==> src/pkg/gos_pkg.sv <==
// constants, carriers and register map of the general output signal select block
// assumes a single 50 MHz clock and an AXI4-Lite register master
package gos_pkg;

  localparam int GOS_PINS = 3;
  localparam int GOS_FIFO_W = 7;

  // select codes
  localparam logic [5:0] GOS_SEL_FIFO_THR = 6'h02;
  localparam logic [5:0] GOS_SEL_FIFO_FULL = 6'h03;
  localparam logic [5:0] GOS_SEL_UNDERFLOW = 6'h05;
  localparam logic [5:0] GOS_SEL_PACKET = 6'h06;
  localparam logic [5:0] GOS_SEL_PLL_LOCK = 6'h0a;
  localparam logic [5:0] GOS_SEL_SER_CLK = 6'h0b;
  localparam logic [5:0] GOS_SEL_SYNC_DATA = 6'h0c;
  localparam logic [5:0] GOS_SEL_ASYNC_DATA = 6'h0d;
  localparam logic [5:0] GOS_SEL_AMP_PD = 6'h1b;
  localparam logic [5:0] GOS_SEL_SLEEP_LIMIT = 6'h20;
  localparam logic [5:0] GOS_SEL_CHIP_READY = 6'h29;
  localparam logic [5:0] GOS_SEL_XOSC_STABLE = 6'h2b;
  localparam logic [5:0] GOS_SEL_HIGH_Z = 6'h2e;
  localparam logic [5:0] GOS_SEL_STATIC = 6'h2f;
  localparam logic [5:0] GOS_SEL_CLK_BASE = 6'h30;

  // divided clock periods in aclk cycles, one crystal cycle = two aclk cycles
  localparam int GOS_DIV_W = 9;
  localparam logic [8:0] GOS_DIV_PERIOD [16] = '{
    9'h002, 9'h003, 9'h004, 9'h006, 9'h008, 9'h00c, 9'h010, 9'h018,
    9'h020, 9'h030, 9'h040, 9'h060, 9'h080, 9'h0c0, 9'h100, 9'h180};

  // register byte addresses
  localparam logic [7:0] GOS_ADDR_PIN_CFG0 = 8'h00;
  localparam logic [7:0] GOS_ADDR_PIN_CFG1 = 8'h04;
  localparam logic [7:0] GOS_ADDR_PIN_CFG2 = 8'h08;
  localparam logic [7:0] GOS_ADDR_FIFO_THR = 8'h0c;
  localparam logic [7:0] GOS_ADDR_STATE = 8'h10;
  localparam logic [7:0] GOS_ADDR_IRQ_STAT = 8'h14;
  localparam logic [7:0] GOS_ADDR_IRQ_MASK = 8'h18;

  // field positions in a pin config word
  localparam int GOS_CFG_CODE_LSB = 0;
  localparam int GOS_CFG_INV_BIT = 6;

  // reset values
  localparam logic [5:0] GOS_RST_CODE0 = 6'h3f;
  localparam logic [5:0] GOS_RST_CODE1 = 6'h2e;
  localparam logic [5:0] GOS_RST_CODE2 = 6'h2e;
  localparam logic [6:0] GOS_RST_FIFO_THR = 7'h20;
  localparam logic [3:0] GOS_RST_IRQ_MASK = 4'h0;

  // interrupt event bits
  localparam int GOS_IRQ_W = 4;
  localparam int GOS_IRQ_LOCK = 0;
  localparam int GOS_IRQ_UNDERFLOW = 1;
  localparam int GOS_IRQ_SYNC = 2;
  localparam int GOS_IRQ_PKT_END = 3;

  localparam logic [1:0] GOS_RESP_OKAY = 2'b00;
  localparam logic [1:0] GOS_RESP_SLVERR = 2'b10;

  typedef struct packed {
    logic invert;
    logic [5:0] code;
  } gos_pin_cfg_type;

  // radio core signals, all on aclk
  typedef struct packed {
    logic [GOS_FIFO_W-1:0] fifo_level;
    logic fifo_full;
    logic underflow;
    logic flush;
    logic sync_sent;
    logic packet_end;
    logic pll_lock;
    logic serial_clk;
    logic sync_data;
    logic async_data;
    logic amp_powerdown_flag;
    logic chip_ready_low;
    logic xosc_stable;
  } gos_radio_type;

  typedef struct packed {
    logic [GOS_PINS-1:0] out;
    logic [GOS_PINS-1:0] oe;
  } gos_pins_type;

endpackage

==> src/design/gos_output_select.sv <==
// general output signal select: three pins, per-pin code and inversion,
// one shared crystal clock divider, AXI4-Lite register slave, one level interrupt
// assumes radio core status inputs arrive on aclk; the pin pads resolve oe
// Contract
// code 0x02: pin active while fifo level at or above threshold
// code 0x03: set on fifo full, cleared once level below threshold
// code 0x05: set on underflow, held until fifo flush
// code 0x06: set after sync word, cleared at packet end or underflow
// code 0x0a: pll lock detector; controller treats rising edge as lock
// code 0x0b: serial clock; data sampled on its rising edge, uninverted
// code 0x0c sync serial data, code 0x0d async serial data
// code 0x1b: amplifier power-down flag, same level in sleep and transmit
// code 0x2f: static zero, or one when inverted
// controller selects a divided clock on at most one pin
// codes 0x30-0x3f divide crystal clock 1..192; pin 0 defaults to 192
// controller avoids divided clocks while transmitting
// codes below 0x20: pins hardwired during sleep until chip ready low falls
// codes 0x20 and up keep driving the selection in sleep
// code 0x2e: pin high impedance in every state
// controller never programs reserved test codes
// each pin has its own code and inversion, inversion applied to selection
module gos_output_select
  import gos_pkg::*;
(
  input wire logic aclk,
  input wire logic aresetn,
  input wire logic [7:0] s_axi_awaddr,
  input wire logic s_axi_awvalid,
  output logic s_axi_awready,
  input wire logic [31:0] s_axi_wdata,
  input wire logic [3:0] s_axi_wstrb,
  input wire logic s_axi_wvalid,
  output logic s_axi_wready,
  output logic [1:0] s_axi_bresp,
  output logic s_axi_bvalid,
  input wire logic s_axi_bready,
  input wire logic [7:0] s_axi_araddr,
  input wire logic s_axi_arvalid,
  output logic s_axi_arready,
  output logic [31:0] s_axi_rdata,
  output logic [1:0] s_axi_rresp,
  output logic s_axi_rvalid,
  input wire logic s_axi_rready,
  input wire gos_radio_type radio,
  output gos_pins_type pins,
  output logic irq
);

  gos_pin_cfg_type cfg_q [GOS_PINS];
  logic [GOS_FIFO_W-1:0] thr_q;
  logic [GOS_IRQ_W-1:0] irq_stat_q;
  logic [GOS_IRQ_W-1:0] irq_mask_q;

  // status flags
  logic thr_flag;
  logic full_q;
  logic underflow_q;
  logic packet_q;
  logic lock_prev_q;

  assign thr_flag = radio.fifo_level >= thr_q;

  always_ff @(posedge aclk) begin
    if (!aresetn) begin
      full_q <= 1'b0;
      underflow_q <= 1'b0;
      packet_q <= 1'b0;
      lock_prev_q <= 1'b0;
    end else begin
      if (radio.fifo_full) begin
        full_q <= 1'b1;
      end else if (!thr_flag) begin
        full_q <= 1'b0;
      end
      if (radio.underflow) begin
        underflow_q <= 1'b1;
      end else if (radio.flush) begin
        underflow_q <= 1'b0;
      end
      // underflow and packet end take priority over a late sync
      if (radio.packet_end || radio.underflow) begin
        packet_q <= 1'b0;
      end else if (radio.sync_sent) begin
        packet_q <= 1'b1;
      end
      lock_prev_q <= radio.pll_lock;
    end
  end

  // shared clock divider
  // one divider only: a second clock selection would be a controller fault
  logic [GOS_PINS-1:0] clk_sel;
  logic [3:0] div_idx;
  logic clk_any;
  logic [GOS_DIV_W-1:0] div_cnt_q;
  logic [3:0] div_idx_q;
  logic div_out;
  logic [GOS_DIV_W-1:0] div_last;

  for (genvar p = 0; p < GOS_PINS; p++) begin : g_clk_sel
    assign clk_sel[p] = cfg_q[p].code >= GOS_SEL_CLK_BASE;
  end

  // lowest pin wins if software breaks the one-clock limit
  assign div_idx = clk_sel[0] ? cfg_q[0].code[3:0] :
                   clk_sel[1] ? cfg_q[1].code[3:0] : cfg_q[2].code[3:0];
  assign clk_any = |clk_sel;
  assign div_last = GOS_DIV_PERIOD[div_idx_q] - 9'h001;
  assign div_out = div_cnt_q < (GOS_DIV_PERIOD[div_idx_q] >> 1);

  always_ff @(posedge aclk) begin
    if (!aresetn) begin
      div_cnt_q <= '0;
      div_idx_q <= GOS_RST_CODE0[3:0];
    end else if (!clk_any || div_idx != div_idx_q) begin
      div_cnt_q <= '0;
      div_idx_q <= div_idx;
    end else if (div_cnt_q >= div_last) begin
      div_cnt_q <= '0;
    end else begin
      div_cnt_q <= div_cnt_q + 9'h001;
    end
  end

  // per pin selection
  logic [GOS_PINS-1:0] sel_level;
  logic [GOS_PINS-1:0] pin_d;
  logic [GOS_PINS-1:0] oe_d;
  logic [GOS_PINS-1:0] sleep_hw;
  logic [GOS_PINS-1:0] pin_q;
  logic [GOS_PINS-1:0] oe_q;

  for (genvar p = 0; p < GOS_PINS; p++) begin : g_pin
    logic [5:0] code;
    logic inv;
    logic hw_level;
    assign code = cfg_q[p].code;
    assign inv = cfg_q[p].invert;
    assign sel_level[p] =
      (code == GOS_SEL_FIFO_THR) ? thr_flag :
      (code == GOS_SEL_FIFO_FULL) ? full_q :
      (code == GOS_SEL_UNDERFLOW) ? underflow_q :
      (code == GOS_SEL_PACKET) ? packet_q :
      (code == GOS_SEL_PLL_LOCK) ? radio.pll_lock :
      (code == GOS_SEL_SER_CLK) ? radio.serial_clk :
      (code == GOS_SEL_SYNC_DATA) ? radio.sync_data :
      (code == GOS_SEL_ASYNC_DATA) ? radio.async_data :
      (code == GOS_SEL_AMP_PD) ? radio.amp_powerdown_flag :
      (code == GOS_SEL_CHIP_READY) ? radio.chip_ready_low :
      (code == GOS_SEL_XOSC_STABLE) ? radio.xosc_stable :
      (code == GOS_SEL_STATIC) ? 1'b0 :
      clk_sel[p] ? (div_out & div_idx == code[3:0]) :
      1'b0; // reserved codes select low, so the pin is driven high when inverted
    // sleep hardwire: pin 1 idles at the complement
    assign hw_level = (p == 1) ? ~inv : inv;
    assign sleep_hw[p] = code < GOS_SEL_SLEEP_LIMIT && radio.chip_ready_low;
    assign pin_d[p] = sleep_hw[p] ? hw_level : (sel_level[p] ^ inv);
    assign oe_d[p] = code != GOS_SEL_HIGH_Z;
  end

  always_ff @(posedge aclk) begin
    if (!aresetn) begin
      pin_q <= '0;
      oe_q <= '0;
    end else begin
      pin_q <= pin_d;
      oe_q <= oe_d;
    end
  end

  assign pins.out = pin_q;
  assign pins.oe = oe_q;

  // interrupt events
  logic [GOS_IRQ_W-1:0] irq_event;
  assign irq_event[GOS_IRQ_LOCK] = radio.pll_lock & ~lock_prev_q;
  assign irq_event[GOS_IRQ_UNDERFLOW] = radio.underflow;
  assign irq_event[GOS_IRQ_SYNC] = radio.sync_sent;
  assign irq_event[GOS_IRQ_PKT_END] = radio.packet_end;
  assign irq = |(irq_stat_q & irq_mask_q);

  // AXI4-Lite write
  logic aw_got_q;
  logic w_got_q;
  logic [7:0] awaddr_q;
  logic [31:0] wdata_q;
  logic [3:0] wstrb_q;
  logic bvalid_q;
  logic [1:0] bresp_q;
  logic aw_take;
  logic w_take;
  logic wr_do;
  logic [7:0] wr_addr;
  logic [31:0] wr_data;
  logic [3:0] wr_strb;
  logic [31:0] wr_mask;
  logic [31:0] wr_merge_cfg [GOS_PINS];
  logic wr_cfg_hit [GOS_PINS];
  logic wr_thr;
  logic wr_stat;
  logic wr_msk;
  logic wr_ok;
  logic [GOS_IRQ_W-1:0] stat_clear;

  assign s_axi_awready = !aw_got_q && !bvalid_q;
  assign s_axi_wready = !w_got_q && !bvalid_q;
  assign aw_take = s_axi_awvalid && s_axi_awready;
  assign w_take = s_axi_wvalid && s_axi_wready;
  assign wr_do = (aw_got_q || aw_take) && (w_got_q || w_take);
  assign wr_addr = aw_got_q ? awaddr_q : s_axi_awaddr;
  assign wr_data = w_got_q ? wdata_q : s_axi_wdata;
  assign wr_strb = w_got_q ? wstrb_q : s_axi_wstrb;
  assign wr_mask = {{8{wr_strb[3]}}, {8{wr_strb[2]}}, {8{wr_strb[1]}}, {8{wr_strb[0]}}};

  for (genvar p = 0; p < GOS_PINS; p++) begin : g_wr_cfg
    assign wr_cfg_hit[p] = wr_do && wr_addr == GOS_ADDR_PIN_CFG0 + 8'(4 * p);
    assign wr_merge_cfg[p] = (wr_data & wr_mask) | ({25'h0, cfg_q[p]} & ~wr_mask);
  end

  assign wr_thr = wr_do && wr_addr == GOS_ADDR_FIFO_THR && wr_strb[0];
  assign wr_stat = wr_do && wr_addr == GOS_ADDR_IRQ_STAT && wr_strb[0];
  assign wr_msk = wr_do && wr_addr == GOS_ADDR_IRQ_MASK && wr_strb[0];
  assign wr_ok = wr_cfg_hit[0] || wr_cfg_hit[1] || wr_cfg_hit[2] ||
                 wr_addr == GOS_ADDR_FIFO_THR || wr_addr == GOS_ADDR_STATE ||
                 wr_addr == GOS_ADDR_IRQ_STAT || wr_addr == GOS_ADDR_IRQ_MASK;
  assign stat_clear = wr_stat ? wr_data[GOS_IRQ_W-1:0] : '0;

  always_ff @(posedge aclk) begin
    if (!aresetn) begin
      aw_got_q <= 1'b0;
      w_got_q <= 1'b0;
      awaddr_q <= '0;
      wdata_q <= '0;
      wstrb_q <= '0;
      bvalid_q <= 1'b0;
      bresp_q <= GOS_RESP_OKAY;
    end else begin
      if (wr_do) begin
        aw_got_q <= 1'b0;
        w_got_q <= 1'b0;
        bvalid_q <= 1'b1;
        bresp_q <= wr_ok ? GOS_RESP_OKAY : GOS_RESP_SLVERR;
      end else begin
        aw_got_q <= aw_got_q | aw_take;
        w_got_q <= w_got_q | w_take;
        if (bvalid_q && s_axi_bready) begin
          bvalid_q <= 1'b0;
        end
      end
      if (aw_take) begin
        awaddr_q <= s_axi_awaddr;
      end
      if (w_take) begin
        wdata_q <= s_axi_wdata;
        wstrb_q <= s_axi_wstrb;
      end
    end
  end

  assign s_axi_bvalid = bvalid_q;
  assign s_axi_bresp = bresp_q;

  // registers
  always_ff @(posedge aclk) begin
    if (!aresetn) begin
      cfg_q[0] <= '{invert: 1'b0, code: GOS_RST_CODE0};
      cfg_q[1] <= '{invert: 1'b0, code: GOS_RST_CODE1};
      cfg_q[2] <= '{invert: 1'b0, code: GOS_RST_CODE2};
      thr_q <= GOS_RST_FIFO_THR;
      irq_mask_q <= GOS_RST_IRQ_MASK;
      irq_stat_q <= '0;
    end else begin
      for (int p = 0; p < GOS_PINS; p++) begin
        if (wr_cfg_hit[p]) begin
          cfg_q[p] <= wr_merge_cfg[p][6:0];
        end
      end
      if (wr_thr) begin
        thr_q <= wr_data[GOS_FIFO_W-1:0];
      end
      if (wr_msk) begin
        irq_mask_q <= wr_data[GOS_IRQ_W-1:0];
      end
      // a new event wins over a clear in the same cycle
      irq_stat_q <= (irq_stat_q & ~stat_clear) | irq_event;
    end
  end

  // AXI4-Lite read
  logic rvalid_q;
  logic [31:0] rdata_q;
  logic [1:0] rresp_q;
  logic ar_take;
  logic [31:0] rd_word;
  logic rd_ok;
  logic [31:0] state_word;

  assign s_axi_arready = !rvalid_q;
  assign ar_take = s_axi_arvalid && s_axi_arready;
  assign state_word = {16'h0, 1'b0, radio.fifo_level, 1'b0, radio.pll_lock,
                       packet_q, underflow_q, full_q, thr_flag, clk_any, 1'b0};
  assign rd_ok = s_axi_araddr == GOS_ADDR_PIN_CFG0 || s_axi_araddr == GOS_ADDR_PIN_CFG1 ||
                 s_axi_araddr == GOS_ADDR_PIN_CFG2 || s_axi_araddr == GOS_ADDR_FIFO_THR ||
                 s_axi_araddr == GOS_ADDR_STATE || s_axi_araddr == GOS_ADDR_IRQ_STAT ||
                 s_axi_araddr == GOS_ADDR_IRQ_MASK;
  assign rd_word =
    (s_axi_araddr == GOS_ADDR_PIN_CFG0) ? {25'h0, cfg_q[0]} :
    (s_axi_araddr == GOS_ADDR_PIN_CFG1) ? {25'h0, cfg_q[1]} :
    (s_axi_araddr == GOS_ADDR_PIN_CFG2) ? {25'h0, cfg_q[2]} :
    (s_axi_araddr == GOS_ADDR_FIFO_THR) ? {25'h0, thr_q} :
    (s_axi_araddr == GOS_ADDR_STATE) ? state_word :
    (s_axi_araddr == GOS_ADDR_IRQ_STAT) ? {28'h0, irq_stat_q} :
    (s_axi_araddr == GOS_ADDR_IRQ_MASK) ? {28'h0, irq_mask_q} : 32'h0;

  always_ff @(posedge aclk) begin
    if (!aresetn) begin
      rvalid_q <= 1'b0;
      rdata_q <= '0;
      rresp_q <= GOS_RESP_OKAY;
    end else if (ar_take) begin
      rvalid_q <= 1'b1;
      rdata_q <= rd_word;
      rresp_q <= rd_ok ? GOS_RESP_OKAY : GOS_RESP_SLVERR;
    end else if (rvalid_q && s_axi_rready) begin
      rvalid_q <= 1'b0;
    end
  end

  assign s_axi_rvalid = rvalid_q;
  assign s_axi_rdata = rdata_q;
  assign s_axi_rresp = rresp_q;

endmodule

==> config.mk <==
export PLATFORM = sky130hd
export DESIGN_NAME = gos_output_select
export DESIGN_NICKNAME = d
export VERILOG_FILES = /design/src/pkg/gos_pkg.sv /design/src/design/gos_output_select.sv
export SDC_FILE = /design/constraint.sdc
export NUM_CORES = 1
export LEC_CHECK = 0
export BUFFER_PORTS_ARGS = -buffer_cell sky130_fd_sc_hd__clkbuf_2
export CELL_PAD_IN_SITES_DETAIL_PLACEMENT = 1
export CELL_PAD_IN_SITES_GLOBAL_PLACEMENT = 1
export CORE_UTILIZATION = 25
export CTS_CLUSTER_SIZE = 28
export DETAILED_ROUTE_END_ITERATION = 8
export PLACE_DENSITY_LB_ADDON = 0.12
export SKIP_CTS_REPAIR_TIMING = 1
export SLEW_MARGIN = 25
export SYNTH_ARGS = -nofsm -noshare
export SYNTH_HDL_FRONTEND = slang
export SYNTH_SLANG_ARGS = --single-unit
export TNS_END_PERCENT = 50
==> constraint.sdc <==
create_clock -name aclk -period 5.7 [get_ports aclk]
set_clock_uncertainty 0.15 [all_clocks]
set_input_delay 0.57 -clock aclk [delete_from_list [all_inputs] [get_ports aclk]]
set_output_delay 0.57 -clock aclk [all_outputs]
set_load 0.02 [all_outputs]
==> results.yml <==
status:
  outcome: "finished clean"
yosys:
  syn_avg_cell_area_um2: 8.449
  yosysTopAreaCellShare_pct: 23.28
  yosysSeqAreaShare_pct: 33.20
  synthFlopType: "dfxtp_1"
  synthCells: 753
  netlist_top_cells_area: "dfxtp_1 (23%), edfxtp_1 (9.9%), mux2i_1 (6.6%)"
  synth_edf_count: 21
  synth_area_mm2: 0.006362
  ys_async_sr_fraction_pct: 0
  yosys_warnings: 0
  yosysUniqueCellTypes: 88
  ys_ff_latch: 95
  yosys.area.top_type: "dfxtp_1"
timing:
  setup_viol: 0
  hold_viol_final: 0
  maxSlewViolCount: 0
  fin_ws_ns: 2.342
  period_minus_slack_ns: 3.358
  rsz0062_at_grt: "no"
  final.setup.tns_ns: 0
  post-route-period-util_pct: 58.91
  worstMarginPinSlew_ns: 0.9172
  slew_headroom_pct: 38.73
  fmax_mhz: 297.8
routing:
  drtIter0Drc: 328
  antenna_left: 0
  drc_errors: 0
  dr.pass1.iters: 4
  wl_per_cell_um: 18.95
  vias_per_cell: 5.022
  vias: 5665
  wl_um: 21380
global_routing:
  grt_overflow: 0
  use_met1_pct: 23.11
  gr-usage-all-layers_pct: 16.77
  use_met2_pct: 27.49
  grt_pass1_wl_um: 33580
  grt-busiest-layer: "met2"
  grt_max_degree: 53
  antenna_found_initial: 0
  first_global_vias: 5868
  met3_usage_pct: 2.337
clocking:
  cts_buffers: 9
  clk_root_buffer_cell: "clkbuf_16"
  clk_latency_ns: 0.37
  clock_path_buffers: 2
  cts_sinks: 95
  clkTransAtPathRegs_ns: 0.08
  htreeDepth: 3
  cts_tree: "built"
setup_path:
  worst-path-max-fanout: 19
  crit_required_ns: 5.76
  cp_data_arrival_time_ns: 3.42
  critPathLaunchType: "register"
  cp-end-kind: "register"
  crit_type: "register to register"
place:
  post-dp-hpwl_um: 15650
  place.gp.congestion: 0.7570
  portBuffers: 77
  dp.cells: 1112
  dp_slack_ns: 2.387
layout:
  num-nets-final: 895
  stdcell_count: 1128
  final_common_cell: "nor2_1"
  layout-drive-gt1-share_pct: 16.42
  fin_util_pct: 28.75
  n_antenna_cell: 0
  final_cell_mix: "nor2_1 (82), clkbuf_2 (77), dfxtp_1 (74)"
  area_growth_pct: 13.12
power_and_ir_drop:
  max-vdd-ir-drop_mv: 0.1151
  power.total_uw: 1656
  powerDensity_mw_per_mm2: 230.1
  power.leakage_uw: 0.002863
floorplan:
  dieArea_mm2: 0.02609
  die_w_um: 161.5
  dieHeight_um: 161.5
  io_pins: 126
  initial_utilization_pct: 25.41
  rows: 58
  core_mm2: 0.02504
job:
  drv_cap: 0
min_path:
  hp-class: "input port to register"
-- worst max-delay path: stages (launching register included) --
cell and delay, ns:
dfxtp_1 0.78, nor2_1 0.15, nand2_1 0.13, ha_1 0.20, nand2b_1 0.12, nand2_1 0.09
o21ai_0 0.08, a221oi_1 0.43, ha_1 0.24, o21ai_0 0.09, o21ai_1 0.58, a21oi_1 0.17
-- cells in the mapped netlist (10+ instances only) --
master,count
dfxtp_1,74
nor3_1,11
mux2i_1,42
buf_2,10
nand3_1,30
inv_1,23
a211oi_1,14
nor2_1,82
nand2b_1,20
nor2b_1,15
clkbuf_1,28
nand3b_1,10
a21oi_1,46
buf_4,23
xor2_1,13
o21ai_0,38
nand2_1,68
edfxtp_1,21
ha_1,24
-- path summary, 6_finish.rpt --
path	start	end	slack [ns]	cells after the start
setup / recovery	div_idx_q[3]	div_cnt_q[7]	2.34	11
hold / removal	s_axi_rready	s_axi_rvalid	0.23	2
setup reg to reg	div_idx_q[3]	div_cnt_q[7]	2.34	11
hold reg to reg	s_axi_rdata[0]	s_axi_rdata[0]	0.31	2
-- through the flow --
| step | cell area (µm²) | hold WS (ns) |
|---|---|---|
| 2_1_floorplan | 6434 | 0.2829 |
| 3_3_place_gp | 6870 | 0.2911 |
| 3_5_place_dp | 6872 | 0.2982 |
| 4_1_cts | 7197 | 0.2168 |
| 5_1_grt | 7197 | 0.2426 |
| 6_report | 7197 | 0.2330 |
-- power breakdown --
group	switching [µW]	total (µW)	internal, µW
clock network	326	681	355
registers	34.1	745	711
logic	146	230	83.8
total	506	1660	1150
-- final cells by class --
class	count	area [µm²]
Fill cell	2983	17840
Multi-Input combinational cell	582	3845
Sequential cell	95	2112
Tap cell	330	412.9
Timing Repair Buffer	80	407.9
Clock buffer	9	225.2
Clock inverter	7	100.1
Inverter	25	93.84
-- logic make-up after synthesis --
logic type                 count (synthesis)  synth area share (%)
AOI/OAI and AO/OA                        178                 19.43
xor gates and xnor gates                  20                 2.753
adders and majority gates                 24                 4.720
buffers and inverters                     95                 7.512
DFF                                       95                 33.20
muxes                                     52                 8.633
other                                      1               0.05894
and+or+nand+nor                          288                 23.70
-- state kept, by name, summed over array words and instances (netlist names), 3 cells and up --
register	flops
irq_stat_q	4
thr_q	7
awaddr_q	8
oe_q	3
div_idx_q	4
wdata_q	7
s_axi_rdata	14
cfg_q	21
irq_mask_q	4
pin_q	3
div_cnt_q	9
-- routing by layer --
layer	routed length, µm	vias to the layer above
met5	0	-
met4	215	0
met3	789	15
met2	9928	109
met1	10450	2784
li1	-	2757
Note: power is estimated with default switching activity, not from simulation.
